===== src/rsts_pkg.sv =====
// Shared constants, types and register map of the reset sequencer
package rsts_pkg;

    ////////////////////////////////////////////////////////////////////////////
    // Clock and timing
    localparam int CLK_FREQ_MHZ = 100;
    localparam real PWRUP_T0_US = 140.0;
    localparam real PWRUP_T1_MS = 4.5;
    localparam real PWRUP_T2_MS = 18.0;
    localparam real PWRUP_T3_MS = 72.0;
    localparam real PWRUP_T4_MS = 288.0;
    // Least times, so every count rounds up
    localparam int unsigned PWRUP_CYC0 = int'($ceil(PWRUP_T0_US * real'(CLK_FREQ_MHZ)));
    localparam int unsigned PWRUP_CYC1 = int'($ceil(PWRUP_T1_MS * 1000.0 * real'(CLK_FREQ_MHZ)));
    localparam int unsigned PWRUP_CYC2 = int'($ceil(PWRUP_T2_MS * 1000.0 * real'(CLK_FREQ_MHZ)));
    localparam int unsigned PWRUP_CYC3 = int'($ceil(PWRUP_T3_MS * 1000.0 * real'(CLK_FREQ_MHZ)));
    localparam int unsigned PWRUP_CYC4 = int'($ceil(PWRUP_T4_MS * 1000.0 * real'(CLK_FREQ_MHZ)));
    localparam int unsigned OSCW_CYCLES = 16;
    localparam int CNT_W = 25;
    localparam int SEL_W = 3;
    typedef logic [CNT_W-1:0] rsts_cnt_t;

    ////////////////////////////////////////////////////////////////////////////
    // Register map, byte offsets within the slave
    localparam int ADDR_DEC_W = 8;
    localparam logic [ADDR_DEC_W-1:0] OFS_CONFIG = 8'h00;
    localparam logic [ADDR_DEC_W-1:0] OFS_STATUS = 8'h04;
    localparam logic [ADDR_DEC_W-1:0] OFS_IRQ_STATUS = 8'h08;
    localparam logic [ADDR_DEC_W-1:0] OFS_IRQ_ENABLE = 8'h0c;
    localparam logic [ADDR_DEC_W-1:0] OFS_IRQ_CLEAR = 8'h10;

    // AHB-Lite encodings
    localparam logic [1:0] HTRANS_NONSEQ = 2'h2;
    localparam logic HRESP_OKAY = 1'h0;

    ////////////////////////////////////////////////////////////////////////////
    // Field layouts
    typedef struct packed {
        logic startup_slow;
        logic [SEL_W-1:0] pwrup_sel;
    } rsts_cfg_t;

    typedef struct packed {
        logic wdog;
        logic pin;
        logic lvd;
        logic por;
    } rsts_cause_t;

    typedef struct packed {
        logic pin_rst;
        logic wdog_rst;
        logic seq_done;
        logic rst_enter;
    } rsts_irq_t;

    typedef enum logic [1:0] {
        ST_RESET = 2'b00,
        ST_PWRUP = 2'b01,
        ST_OSCW = 2'b10,
        ST_RUN = 2'b11
    } rsts_state_t;

    typedef struct packed {
        rsts_state_t state;
        logic run_slow;
        logic core_reset;
        logic powerdown_flag_n;
        logic timeout_flag_n;
    } rsts_status_t;

    ////////////////////////////////////////////////////////////////////////////
    // Reset values
    localparam rsts_cfg_t CFG_RESET = '{startup_slow: 1'h0, pwrup_sel: 3'h0};
    localparam rsts_irq_t IRQ_RESET = '{pin_rst: 1'h0, wdog_rst: 1'h0, seq_done: 1'h0, rst_enter: 1'h0};
    localparam logic FLAG_RESET = 1'h1;
    localparam logic PIN_SYNC_RESET = 1'h0;

endpackage : rsts_pkg


===== src/rsts_sync.sv =====
// Two-flop level synchroniser, one chain per bit
module rsts_sync #(
    parameter int WIDTH = 1,
    parameter logic [WIDTH-1:0] RESET_VAL = '0
) (
    input wire logic hclk,
    input wire logic hresetn,
    input wire logic [WIDTH-1:0] async_in,
    output logic [WIDTH-1:0] sync_out
);

    logic [WIDTH-1:0] stage1_q;

    ////////////////////////////////////////////////////////////////////////////
    // First stage feeds only the second stage
    for (genvar i = 0; i < WIDTH; i++) begin : g_bit
        always_ff @(posedge hclk or negedge hresetn) begin
            if (!hresetn) begin
                stage1_q[i] <= RESET_VAL[i];
                sync_out[i] <= RESET_VAL[i];
            end else begin
                stage1_q[i] <= async_in[i];
                sync_out[i] <= stage1_q[i];
            end
        end
    end

endmodule : rsts_sync


===== src/rsts_sequencer.sv =====
// Reset sequencer with timeout and power-down status flags, AHB-Lite registers
// Operation
// - Any of four causes enters reset state
// - Reset loads defined values, keeps undefined ones
// - External reset pin is active low
// - Power-on or low-voltage reset sets both flags
// - Pin reset outside halt keeps both flags
// - Pin reset in halt sets both flags
// - Watchdog reset outside halt: timeout 0, powerdown 1
// - Watchdog reset in halt clears both flags
// - Halt sets timeout, clears powerdown; clear sets both
// - Sequence starts only after all causes release
// - Wait selectable power-up time first
// - Power-up wait applies for every oscillator
// - Then count 16 oscillator cycles, release core
// - Start in fast or slow clock mode
//
// The AHB-Lite slave port and the register addresses were decided locally.
module rsts_sequencer #(
    parameter int unsigned PWRUP_CYC_0 = rsts_pkg::PWRUP_CYC0,
    parameter int unsigned PWRUP_CYC_1 = rsts_pkg::PWRUP_CYC1,
    parameter int unsigned PWRUP_CYC_2 = rsts_pkg::PWRUP_CYC2,
    parameter int unsigned PWRUP_CYC_3 = rsts_pkg::PWRUP_CYC3,
    parameter int unsigned PWRUP_CYC_4 = rsts_pkg::PWRUP_CYC4,
    parameter int unsigned OSCW_LEN = rsts_pkg::OSCW_CYCLES
) (
    input wire logic hclk,
    input wire logic hresetn,
    input wire logic hsel,
    input wire logic [31:0] haddr,
    input wire logic [1:0] htrans,
    input wire logic hwrite,
    input wire logic [2:0] hsize,
    input wire logic [31:0] hwdata,
    input wire logic hready,
    output logic hreadyout,
    output logic [31:0] hrdata,
    output logic hresp,
    input wire logic por_detect,
    input wire logic low_voltage_reset,
    input wire logic external_reset_low,
    input wire logic watchdog_timer_timeout,
    input wire logic halt_mode,
    input wire logic halt_instruction,
    input wire logic watchdog_clear_instruction,
    output logic core_reset,
    output logic run_slow,
    output logic timeout_flag_n,
    output logic powerdown_flag_n,
    output logic irq
);

    rsts_pkg::rsts_state_t state_q;
    rsts_pkg::rsts_state_t state_d;
    rsts_pkg::rsts_cnt_t cnt_q;
    rsts_pkg::rsts_cnt_t pwrup_lim_q;
    rsts_pkg::rsts_cnt_t pwrup_lim_d;
    rsts_pkg::rsts_cause_t cause;
    rsts_pkg::rsts_cause_t cause_prev_q;
    rsts_pkg::rsts_cause_t cause_rise;
    rsts_pkg::rsts_cfg_t cfg_q;
    rsts_pkg::rsts_irq_t irq_sts_q;
    rsts_pkg::rsts_irq_t irq_en_q;
    rsts_pkg::rsts_irq_t irq_ev;
    rsts_pkg::rsts_status_t status;
    logic pin_sync_n;
    logic cause_any;
    logic cnt_last;
    logic core_reset_q;
    logic run_slow_q;
    logic to_q;
    logic pd_q;
    logic irq_q;
    logic addr_ok;
    logic wr_q;
    logic [rsts_pkg::ADDR_DEC_W-1:0] waddr_q;
    logic [31:0] rdata_d;
    logic [31:0] hrdata_q;

    ////////////////////////////////////////////////////////////////////////////
    // Reset causes

    // The pin may move at any time relative to hclk, so it crosses two flops
    rsts_sync #(
        .WIDTH(1),
        .RESET_VAL(rsts_pkg::PIN_SYNC_RESET)
    ) u_pin_sync (
        .hclk(hclk),
        .hresetn(hresetn),
        .async_in(external_reset_low),
        .sync_out(pin_sync_n)
    );

    // Low on the pin is a reset request
    always_comb begin
        cause.por = por_detect;
        cause.lvd = low_voltage_reset;
        cause.pin = ~pin_sync_n;
        cause.wdog = watchdog_timer_timeout;
    end

    assign cause_any = |cause;
    assign cause_rise = cause & ~cause_prev_q;

    // Edge memory: a held cause is one event; the pin starts asserted, so no false edge
    always_ff @(posedge hclk or negedge hresetn) begin
        if (!hresetn) begin
            cause_prev_q <= '{por: 1'h0, lvd: 1'h0, pin: ~rsts_pkg::PIN_SYNC_RESET, wdog: 1'h0};
        end else begin
            cause_prev_q <= cause;
        end
    end

    ////////////////////////////////////////////////////////////////////////////
    // Sequencer state machine

    // Power-up limit; codes above the last choice fall back to the longest wait
    always_comb begin
        case (cfg_q.pwrup_sel)
            3'h0: pwrup_lim_d = rsts_pkg::rsts_cnt_t'(PWRUP_CYC_0);
            3'h1: pwrup_lim_d = rsts_pkg::rsts_cnt_t'(PWRUP_CYC_1);
            3'h2: pwrup_lim_d = rsts_pkg::rsts_cnt_t'(PWRUP_CYC_2);
            3'h3: pwrup_lim_d = rsts_pkg::rsts_cnt_t'(PWRUP_CYC_3);
            default: pwrup_lim_d = rsts_pkg::rsts_cnt_t'(PWRUP_CYC_4);
        endcase
    end

    // Last cycle of the running wait
    always_comb begin
        cnt_last = 1'b0;
        if (state_q == rsts_pkg::ST_PWRUP) begin
            cnt_last = (cnt_q == pwrup_lim_q - rsts_pkg::rsts_cnt_t'(1));
        end else if (state_q == rsts_pkg::ST_OSCW) begin
            cnt_last = (cnt_q == rsts_pkg::rsts_cnt_t'(OSCW_LEN - 1));
        end
    end

    // Any cause wins over every wait; the waits only start from a clean release
    always_comb begin
        state_d = state_q;
        unique case (state_q)
            rsts_pkg::ST_RESET: begin
                if (!cause_any) begin
                    state_d = rsts_pkg::ST_PWRUP;
                end
            end
            rsts_pkg::ST_PWRUP: begin
                if (cause_any) begin
                    state_d = rsts_pkg::ST_RESET;
                end else if (cnt_last) begin
                    state_d = rsts_pkg::ST_OSCW;
                end
            end
            rsts_pkg::ST_OSCW: begin
                if (cause_any) begin
                    state_d = rsts_pkg::ST_RESET;
                end else if (cnt_last) begin
                    state_d = rsts_pkg::ST_RUN;
                end
            end
            rsts_pkg::ST_RUN: begin
                if (cause_any) begin
                    state_d = rsts_pkg::ST_RESET;
                end
            end
        endcase
    end

    // State register; the power-up wait is never skipped for any oscillator
    always_ff @(posedge hclk or negedge hresetn) begin
        if (!hresetn) begin
            state_q <= rsts_pkg::ST_RESET;
        end else begin
            state_q <= state_d;
        end
    end

    // Shared wait counter, cleared on every state change
    always_ff @(posedge hclk or negedge hresetn) begin
        if (!hresetn) begin
            cnt_q <= '0;
        end else if (state_d != state_q || state_q == rsts_pkg::ST_RESET) begin
            cnt_q <= '0;
        end else if (state_q != rsts_pkg::ST_RUN) begin
            cnt_q <= cnt_q + rsts_pkg::rsts_cnt_t'(1);
        end
    end

    // Limit latched at release so a config write cannot stretch a running wait
    always_ff @(posedge hclk or negedge hresetn) begin
        if (!hresetn) begin
            pwrup_lim_q <= rsts_pkg::rsts_cnt_t'(PWRUP_CYC_4);
        end else if (state_q == rsts_pkg::ST_RESET && state_d == rsts_pkg::ST_PWRUP) begin
            pwrup_lim_q <= pwrup_lim_d;
        end
    end

    // Core held in reset, so its defined-value registers load; config keeps contents
    always_ff @(posedge hclk or negedge hresetn) begin
        if (!hresetn) begin
            core_reset_q <= 1'b1;
        end else begin
            core_reset_q <= (state_d != rsts_pkg::ST_RUN);
        end
    end

    // Clock mode picked when the core is let go
    always_ff @(posedge hclk or negedge hresetn) begin
        if (!hresetn) begin
            run_slow_q <= 1'b0;
        end else if (state_q == rsts_pkg::ST_OSCW && state_d == rsts_pkg::ST_RUN) begin
            run_slow_q <= cfg_q.startup_slow;
        end
    end

    ////////////////////////////////////////////////////////////////////////////
    // Timeout and power-down flags

    // Reset events outrank instructions; halt_mode is still valid in the event cycle
    always_ff @(posedge hclk or negedge hresetn) begin
        if (!hresetn) begin
            to_q <= rsts_pkg::FLAG_RESET;
            pd_q <= rsts_pkg::FLAG_RESET;
        end else if (cause_rise.por || cause_rise.lvd) begin
            to_q <= 1'b1;
            pd_q <= 1'b1;
        end else if (cause_rise.wdog) begin
            to_q <= 1'b0;
            pd_q <= ~halt_mode;
        end else if (cause_rise.pin) begin
            if (halt_mode) begin
                to_q <= 1'b1;
                pd_q <= 1'b1;
            end
        end else if (!core_reset_q && halt_instruction) begin
            to_q <= 1'b1;
            pd_q <= 1'b0;
        end else if (!core_reset_q && watchdog_clear_instruction) begin
            to_q <= 1'b1;
            pd_q <= 1'b1;
        end
    end

    ////////////////////////////////////////////////////////////////////////////
    // Interrupt status, enable and clear

    always_comb begin
        irq_ev.rst_enter = (state_q != rsts_pkg::ST_RESET) && (state_d == rsts_pkg::ST_RESET);
        irq_ev.seq_done = (state_q == rsts_pkg::ST_OSCW) && (state_d == rsts_pkg::ST_RUN);
        irq_ev.wdog_rst = cause_rise.wdog;
        irq_ev.pin_rst = cause_rise.pin;
    end

    // A new event in the clear cycle survives: set is applied after clear
    always_ff @(posedge hclk or negedge hresetn) begin
        if (!hresetn) begin
            irq_sts_q <= rsts_pkg::IRQ_RESET;
        end else if (wr_q && waddr_q == rsts_pkg::OFS_IRQ_CLEAR) begin
            irq_sts_q <= (irq_sts_q & ~rsts_pkg::rsts_irq_t'(hwdata[3:0])) | irq_ev;
        end else begin
            irq_sts_q <= irq_sts_q | irq_ev;
        end
    end

    // Registered level output, one cycle behind the status bits
    always_ff @(posedge hclk or negedge hresetn) begin
        if (!hresetn) begin
            irq_q <= 1'b0;
        end else begin
            irq_q <= |(irq_sts_q & irq_en_q);
        end
    end

    ////////////////////////////////////////////////////////////////////////////
    // AHB-Lite slave, zero wait states, always OKAY

    assign addr_ok = hsel && (htrans == rsts_pkg::HTRANS_NONSEQ) && hready;

    // Write is committed in the data phase when hwdata stands
    always_ff @(posedge hclk or negedge hresetn) begin
        if (!hresetn) begin
            wr_q <= 1'b0;
            waddr_q <= '0;
        end else begin
            wr_q <= addr_ok && hwrite;
            waddr_q <= haddr[rsts_pkg::ADDR_DEC_W-1:0];
        end
    end

    // Writable registers; they survive sequencer resets, only hresetn clears them
    always_ff @(posedge hclk or negedge hresetn) begin
        if (!hresetn) begin
            cfg_q <= rsts_pkg::CFG_RESET;
            irq_en_q <= rsts_pkg::IRQ_RESET;
        end else if (wr_q) begin
            if (waddr_q == rsts_pkg::OFS_CONFIG) begin
                cfg_q <= rsts_pkg::rsts_cfg_t'(hwdata[3:0]);
            end
            if (waddr_q == rsts_pkg::OFS_IRQ_ENABLE) begin
                irq_en_q <= rsts_pkg::rsts_irq_t'(hwdata[3:0]);
            end
        end
    end

    always_comb begin
        status.state = state_q;
        status.run_slow = run_slow_q;
        status.core_reset = core_reset_q;
        status.powerdown_flag_n = pd_q;
        status.timeout_flag_n = to_q;
    end

    // Read mux; unmapped and write-only offsets read zero
    always_comb begin
        rdata_d = 32'h0000_0000;
        case (haddr[rsts_pkg::ADDR_DEC_W-1:0])
            rsts_pkg::OFS_CONFIG: rdata_d = {28'h0000000, cfg_q};
            rsts_pkg::OFS_STATUS: rdata_d = {26'h0000000, status};
            rsts_pkg::OFS_IRQ_STATUS: rdata_d = {28'h0000000, irq_sts_q};
            rsts_pkg::OFS_IRQ_ENABLE: rdata_d = {28'h0000000, irq_en_q};
            default: rdata_d = 32'h0000_0000;
        endcase
    end

    // Read data sampled at the address phase, shown for the whole data phase
    always_ff @(posedge hclk or negedge hresetn) begin
        if (!hresetn) begin
            hrdata_q <= 32'h0000_0000;
        end else if (addr_ok && !hwrite) begin
            hrdata_q <= rdata_d;
        end
    end

    assign hreadyout = 1'b1;
    assign hresp = rsts_pkg::HRESP_OKAY;
    assign hrdata = hrdata_q;
    assign core_reset = core_reset_q;
    assign run_slow = run_slow_q;
    assign timeout_flag_n = to_q;
    assign powerdown_flag_n = pd_q;
    assign irq = irq_q;
endmodule : rsts_sequencer


===== config.mk =====
export PLATFORM = sky130hd
export DESIGN_NAME = rsts_sequencer
export DESIGN_NICKNAME = d
export VERILOG_FILES = /design/src/rsts_pkg.sv /design/src/rsts_sync.sv /design/src/rsts_sequencer.sv
export SDC_FILE = /design/constraint.sdc
export NUM_CORES = 1
export LEC_CHECK = 0
export BUFFER_PORTS_ARGS = -buffer_cell sky130_fd_sc_hd__buf_2
export CAP_MARGIN = 40
export CORE_MARGIN = 5
export CORE_UTILIZATION = 50
export DETAILED_ROUTE_END_ITERATION = 12
export GPL_TIMING_DRIVEN = 0
export PLACE_DENSITY = 0.74
export SLEW_MARGIN = 25
export SYNTH_ARGS = -nofsm -noshare
export SYNTH_HDL_FRONTEND = slang
export SYNTH_SLANG_ARGS = --single-unit

===== constraint.sdc =====
create_clock -name hclk -period 6.1 [get_ports hclk]
set_clock_uncertainty 0.05 [all_clocks]
set_input_delay 1.22 -clock hclk [delete_from_list [all_inputs] [get_ports hclk]]
set_output_delay 1.22 -clock hclk [all_outputs]
set_load 0.01 [all_outputs]

==> flow_summary.ini <==
[worst_setup_path]
startpoint_type = flip-flop
reg2reg_from = pwrup_lim_q[7]$_DFFE_PN0P_
cp_max_fo = 10
cp.required_ps = 6290
crit_start = pwrup_lim_q[7]$_DFFE_PN0P_
slowest_stage = or3b_2
worstSetupEndpointType = flip-flop
critPathBufInv = 2
path_cells = inv_1 -> ha_1 -> or3b_2 -> a21o_1 -> a31oi_1 -> o2111ai_1 -> a31oi_4 -> buf_6 -> nor2_1
rrSetupSlack_ps = 3280
worstPathArrival_ps = 3010
critPathTopFamily = compound AO/OA/AOI/OAI gates
crit_type = flip-flop to flip-flop
cpPeakStageDelay_ps = 500
r2r-end = cnt_q[24]$_DFFE_PN0P_
rr_worst_depth = 9

[place]
placedCellCount = 571
portBuffers = 36
globalplace.congestion = 0.877
place_area_mm2 = 0.00457
place_ws_ps = 2970
dp_hpwl_um = 6780

[synth]
seq_area_frac_synth_pct = 49.5
yosysWarnings = 0
synthFlopType = dfrtp_1
synthCells = 402
syn-cell-area_mm2 = 0.00413
synth_enable_flop_cells = 0
synth.distinct_cells = 57
synth_area_leaders = dfrtp_1 42%, dfstp_2 7.6%, buf_4 5.1%
avgSynthCellArea_um2 = 10.3
synth_commonest_cells = 69 x dfrtp_1, 44 x nand2_1, 43 x nor2_1
async_flop_share_pct = 100
synth.largest_area_cell = dfrtp_1
yosysTopAreaCellShare_pct = 41.8
ys_ff_latch = 81
yosysMostFrequentCell = dfrtp_1

[clock_tree]
holdBufCountCts = 0
clk_pin_slew_ps = 80
cts_setup_buffers = 0
cts_resized = 0
numCtsBuffers = 9
clkSinkCount = 81
cts_htree_levels = 3
clk_path_buf_depth = 2
cts-root-buf = clkbuf_8
worstSkewPairLatency_ps = 360
cts_tree = built

[finish]
fillers = 676
diodes = 0
layout.cells.non_filler = 587
fin_nets = 560
final-seq-area_mm2 = 0.00204
syn2layout_area_growth_pct = 16.6
fin_util_pct = 59.2
multiInputGateArea_mm2 = 0.00186
stdcell_area_mm2 = 0.00481
drive_gt1_share_pct = 25.5

[detailed_routing]
post-route-drc-count = 0
dr_total_vias = 3101
ant_nets = 0
avgViaCountPerCell = 5.28
wl_per_cell_um = 15.7
firstDrtPassIters = 5
first_iter_violations = 194
routed_wl_um = 9200

[timing]
rsz0062_at_grt = false
setup_viol_count_final = 0
final.setup.tns_ps = 0
timing.fmax_ghz = 0.355
worst_pin_slew_ps = 747
drv_slew = 0
hold_violations = 0
hold_ws_ps = 309
slew_headroom_pct = 49.9
fin_crit_ps = 2820
fin_crit_sh_pct = 46.2
fin_ws_ps = 3280

[global_route]
antenna_found_initial = 0
grt_pass1_wl_um = 14900
grt_max_degree = 57
grt_usage_pct = 18.8
grt_remaining_overflow = 0
first_global_vias = 2983

[floorplanning]
placementRows = 33
die-area_mm2 = 0.0102
start_util_pct = 50.7
core_mm2 = 0.00813
io_pins = 120
die_w_um = 101
dieHeight_um = 101

[run]
max_cap_violations = 0

[hold_path]
min_path_cells = 0
timing.hold.worst.class = flip-flop to flip-flop
min_to = u_pin_sync.sync_out$_DFF_PN0_
min_from = u_pin_sync.stage1_q$_DFF_PN0_

[power_and_ir_drop]
vdd_drop_max_uv = 180
p_leak_nw = 2.18
power_density_mw_per_mm2 = 253
p_total_mw = 1.22

[run_status]
run_status = finished clean
[routing by layer]
metal,part of all wire [%],vias to the layer above,global-route usage [%]
li1,-,1490,-
met1,43,1503,25.8
met4,1.5,0,7.05
met5,0,-,0
met2,50,97,29.6
met3,5.1,11,3.74
[cell usage in the layout, fill, tap and decap left out, drive strengths merged, types with 4 or more instances in the layout]
master	Yosys	routed
buf	34	72
dfrtp	69	69
nand2	44	44
nor2	43	43
conb	2	28
xor2	20	20
xnor2	20	20
nand3	19	19
o21ai	17	17
clkbuf	6	16
dfstp	12	12
inv	10	12
nor4	9	9
mux2	9	9
and3	7	7
nand2b	6	6
a21oi	6	6
nor3	6	6
o31ai	4	4
nand4	4	4
mux4	4	4
[kinds of logic after synthesis]
logic type / after synthesis / share of synthesized area, %
AND/OR/NAND/NOR: 163 / 19.7
flip-flops: 81 / 49.5
AO/OA/AOI/OAI: 51 / 9.10
buffers and inverters: 50 / 7.76
XOR/XNOR: 40 / 8.49
multiplexers: 13 / 4.64
adder cells (fa/ha/maj): 2 / 0.606
other: 2 / 0.182
[flip-flops by register name (all words and copies together), names as in the netlist, 2 cells and up]
name          flops
cnt_q            25
hrdata            6
state_q           2
waddr_q           8
irq_en_q          4
cause_prev_q      4
cfg_q             4
irq_sts_q         4
pwrup_lim_q      16
[how the worst max path moves through the flow]
stage / to / slack [ps] / cells after the start
after CTS: cnt_q[24]$_DFFE_PN0P_ / 3270 / 9
after global placement: pwrup_lim_q[8]$_DFFE_PN0P_ / 2780 / 6
after global routing: cnt_q[13]$_DFFE_PN0P_ / 3140 / 9
after floorplan: cnt_q[0]$_DFFE_PN0P_ / 3260 / 5
after detailed placement: cnt_q[23]$_DFFE_PN0P_ / 2970 / 8
final: cnt_q[24]$_DFFE_PN0P_ / 3280 / 9
[worst register-to-register path, delay by kind of cell (launching register included)]
family	cells	cell delay (ps)
adder cells (fa/ha/maj)	1	290
flip-flops	1	470
buffers and inverters	2	310
AO/OA/AOI/OAI	4	1030
AND/OR/NAND/NOR	2	560
[area by class of cell]
type | instances | share of cell area, %
buffer | 40 | 5.87
clock buffer | 10 | 2.65
clock inverter | 6 | 2.39
inverter | 10 | 0.780
multi-input combinational | 297 | 38.7
sequential | 81 | 42.4
tap | 105 | 2.73
timing repair buffer | 38 | 4.47
[power by group]
part / switching [mW] / internal, mW / leakage [nW]
Sequential: 0.0234 / 0.572 / 1.03
Clock: 0.205 / 0.275 / 0.117
Combinational: 0.0780 / 0.0668 / 1.04
Power figures use the tool's default switching activity.
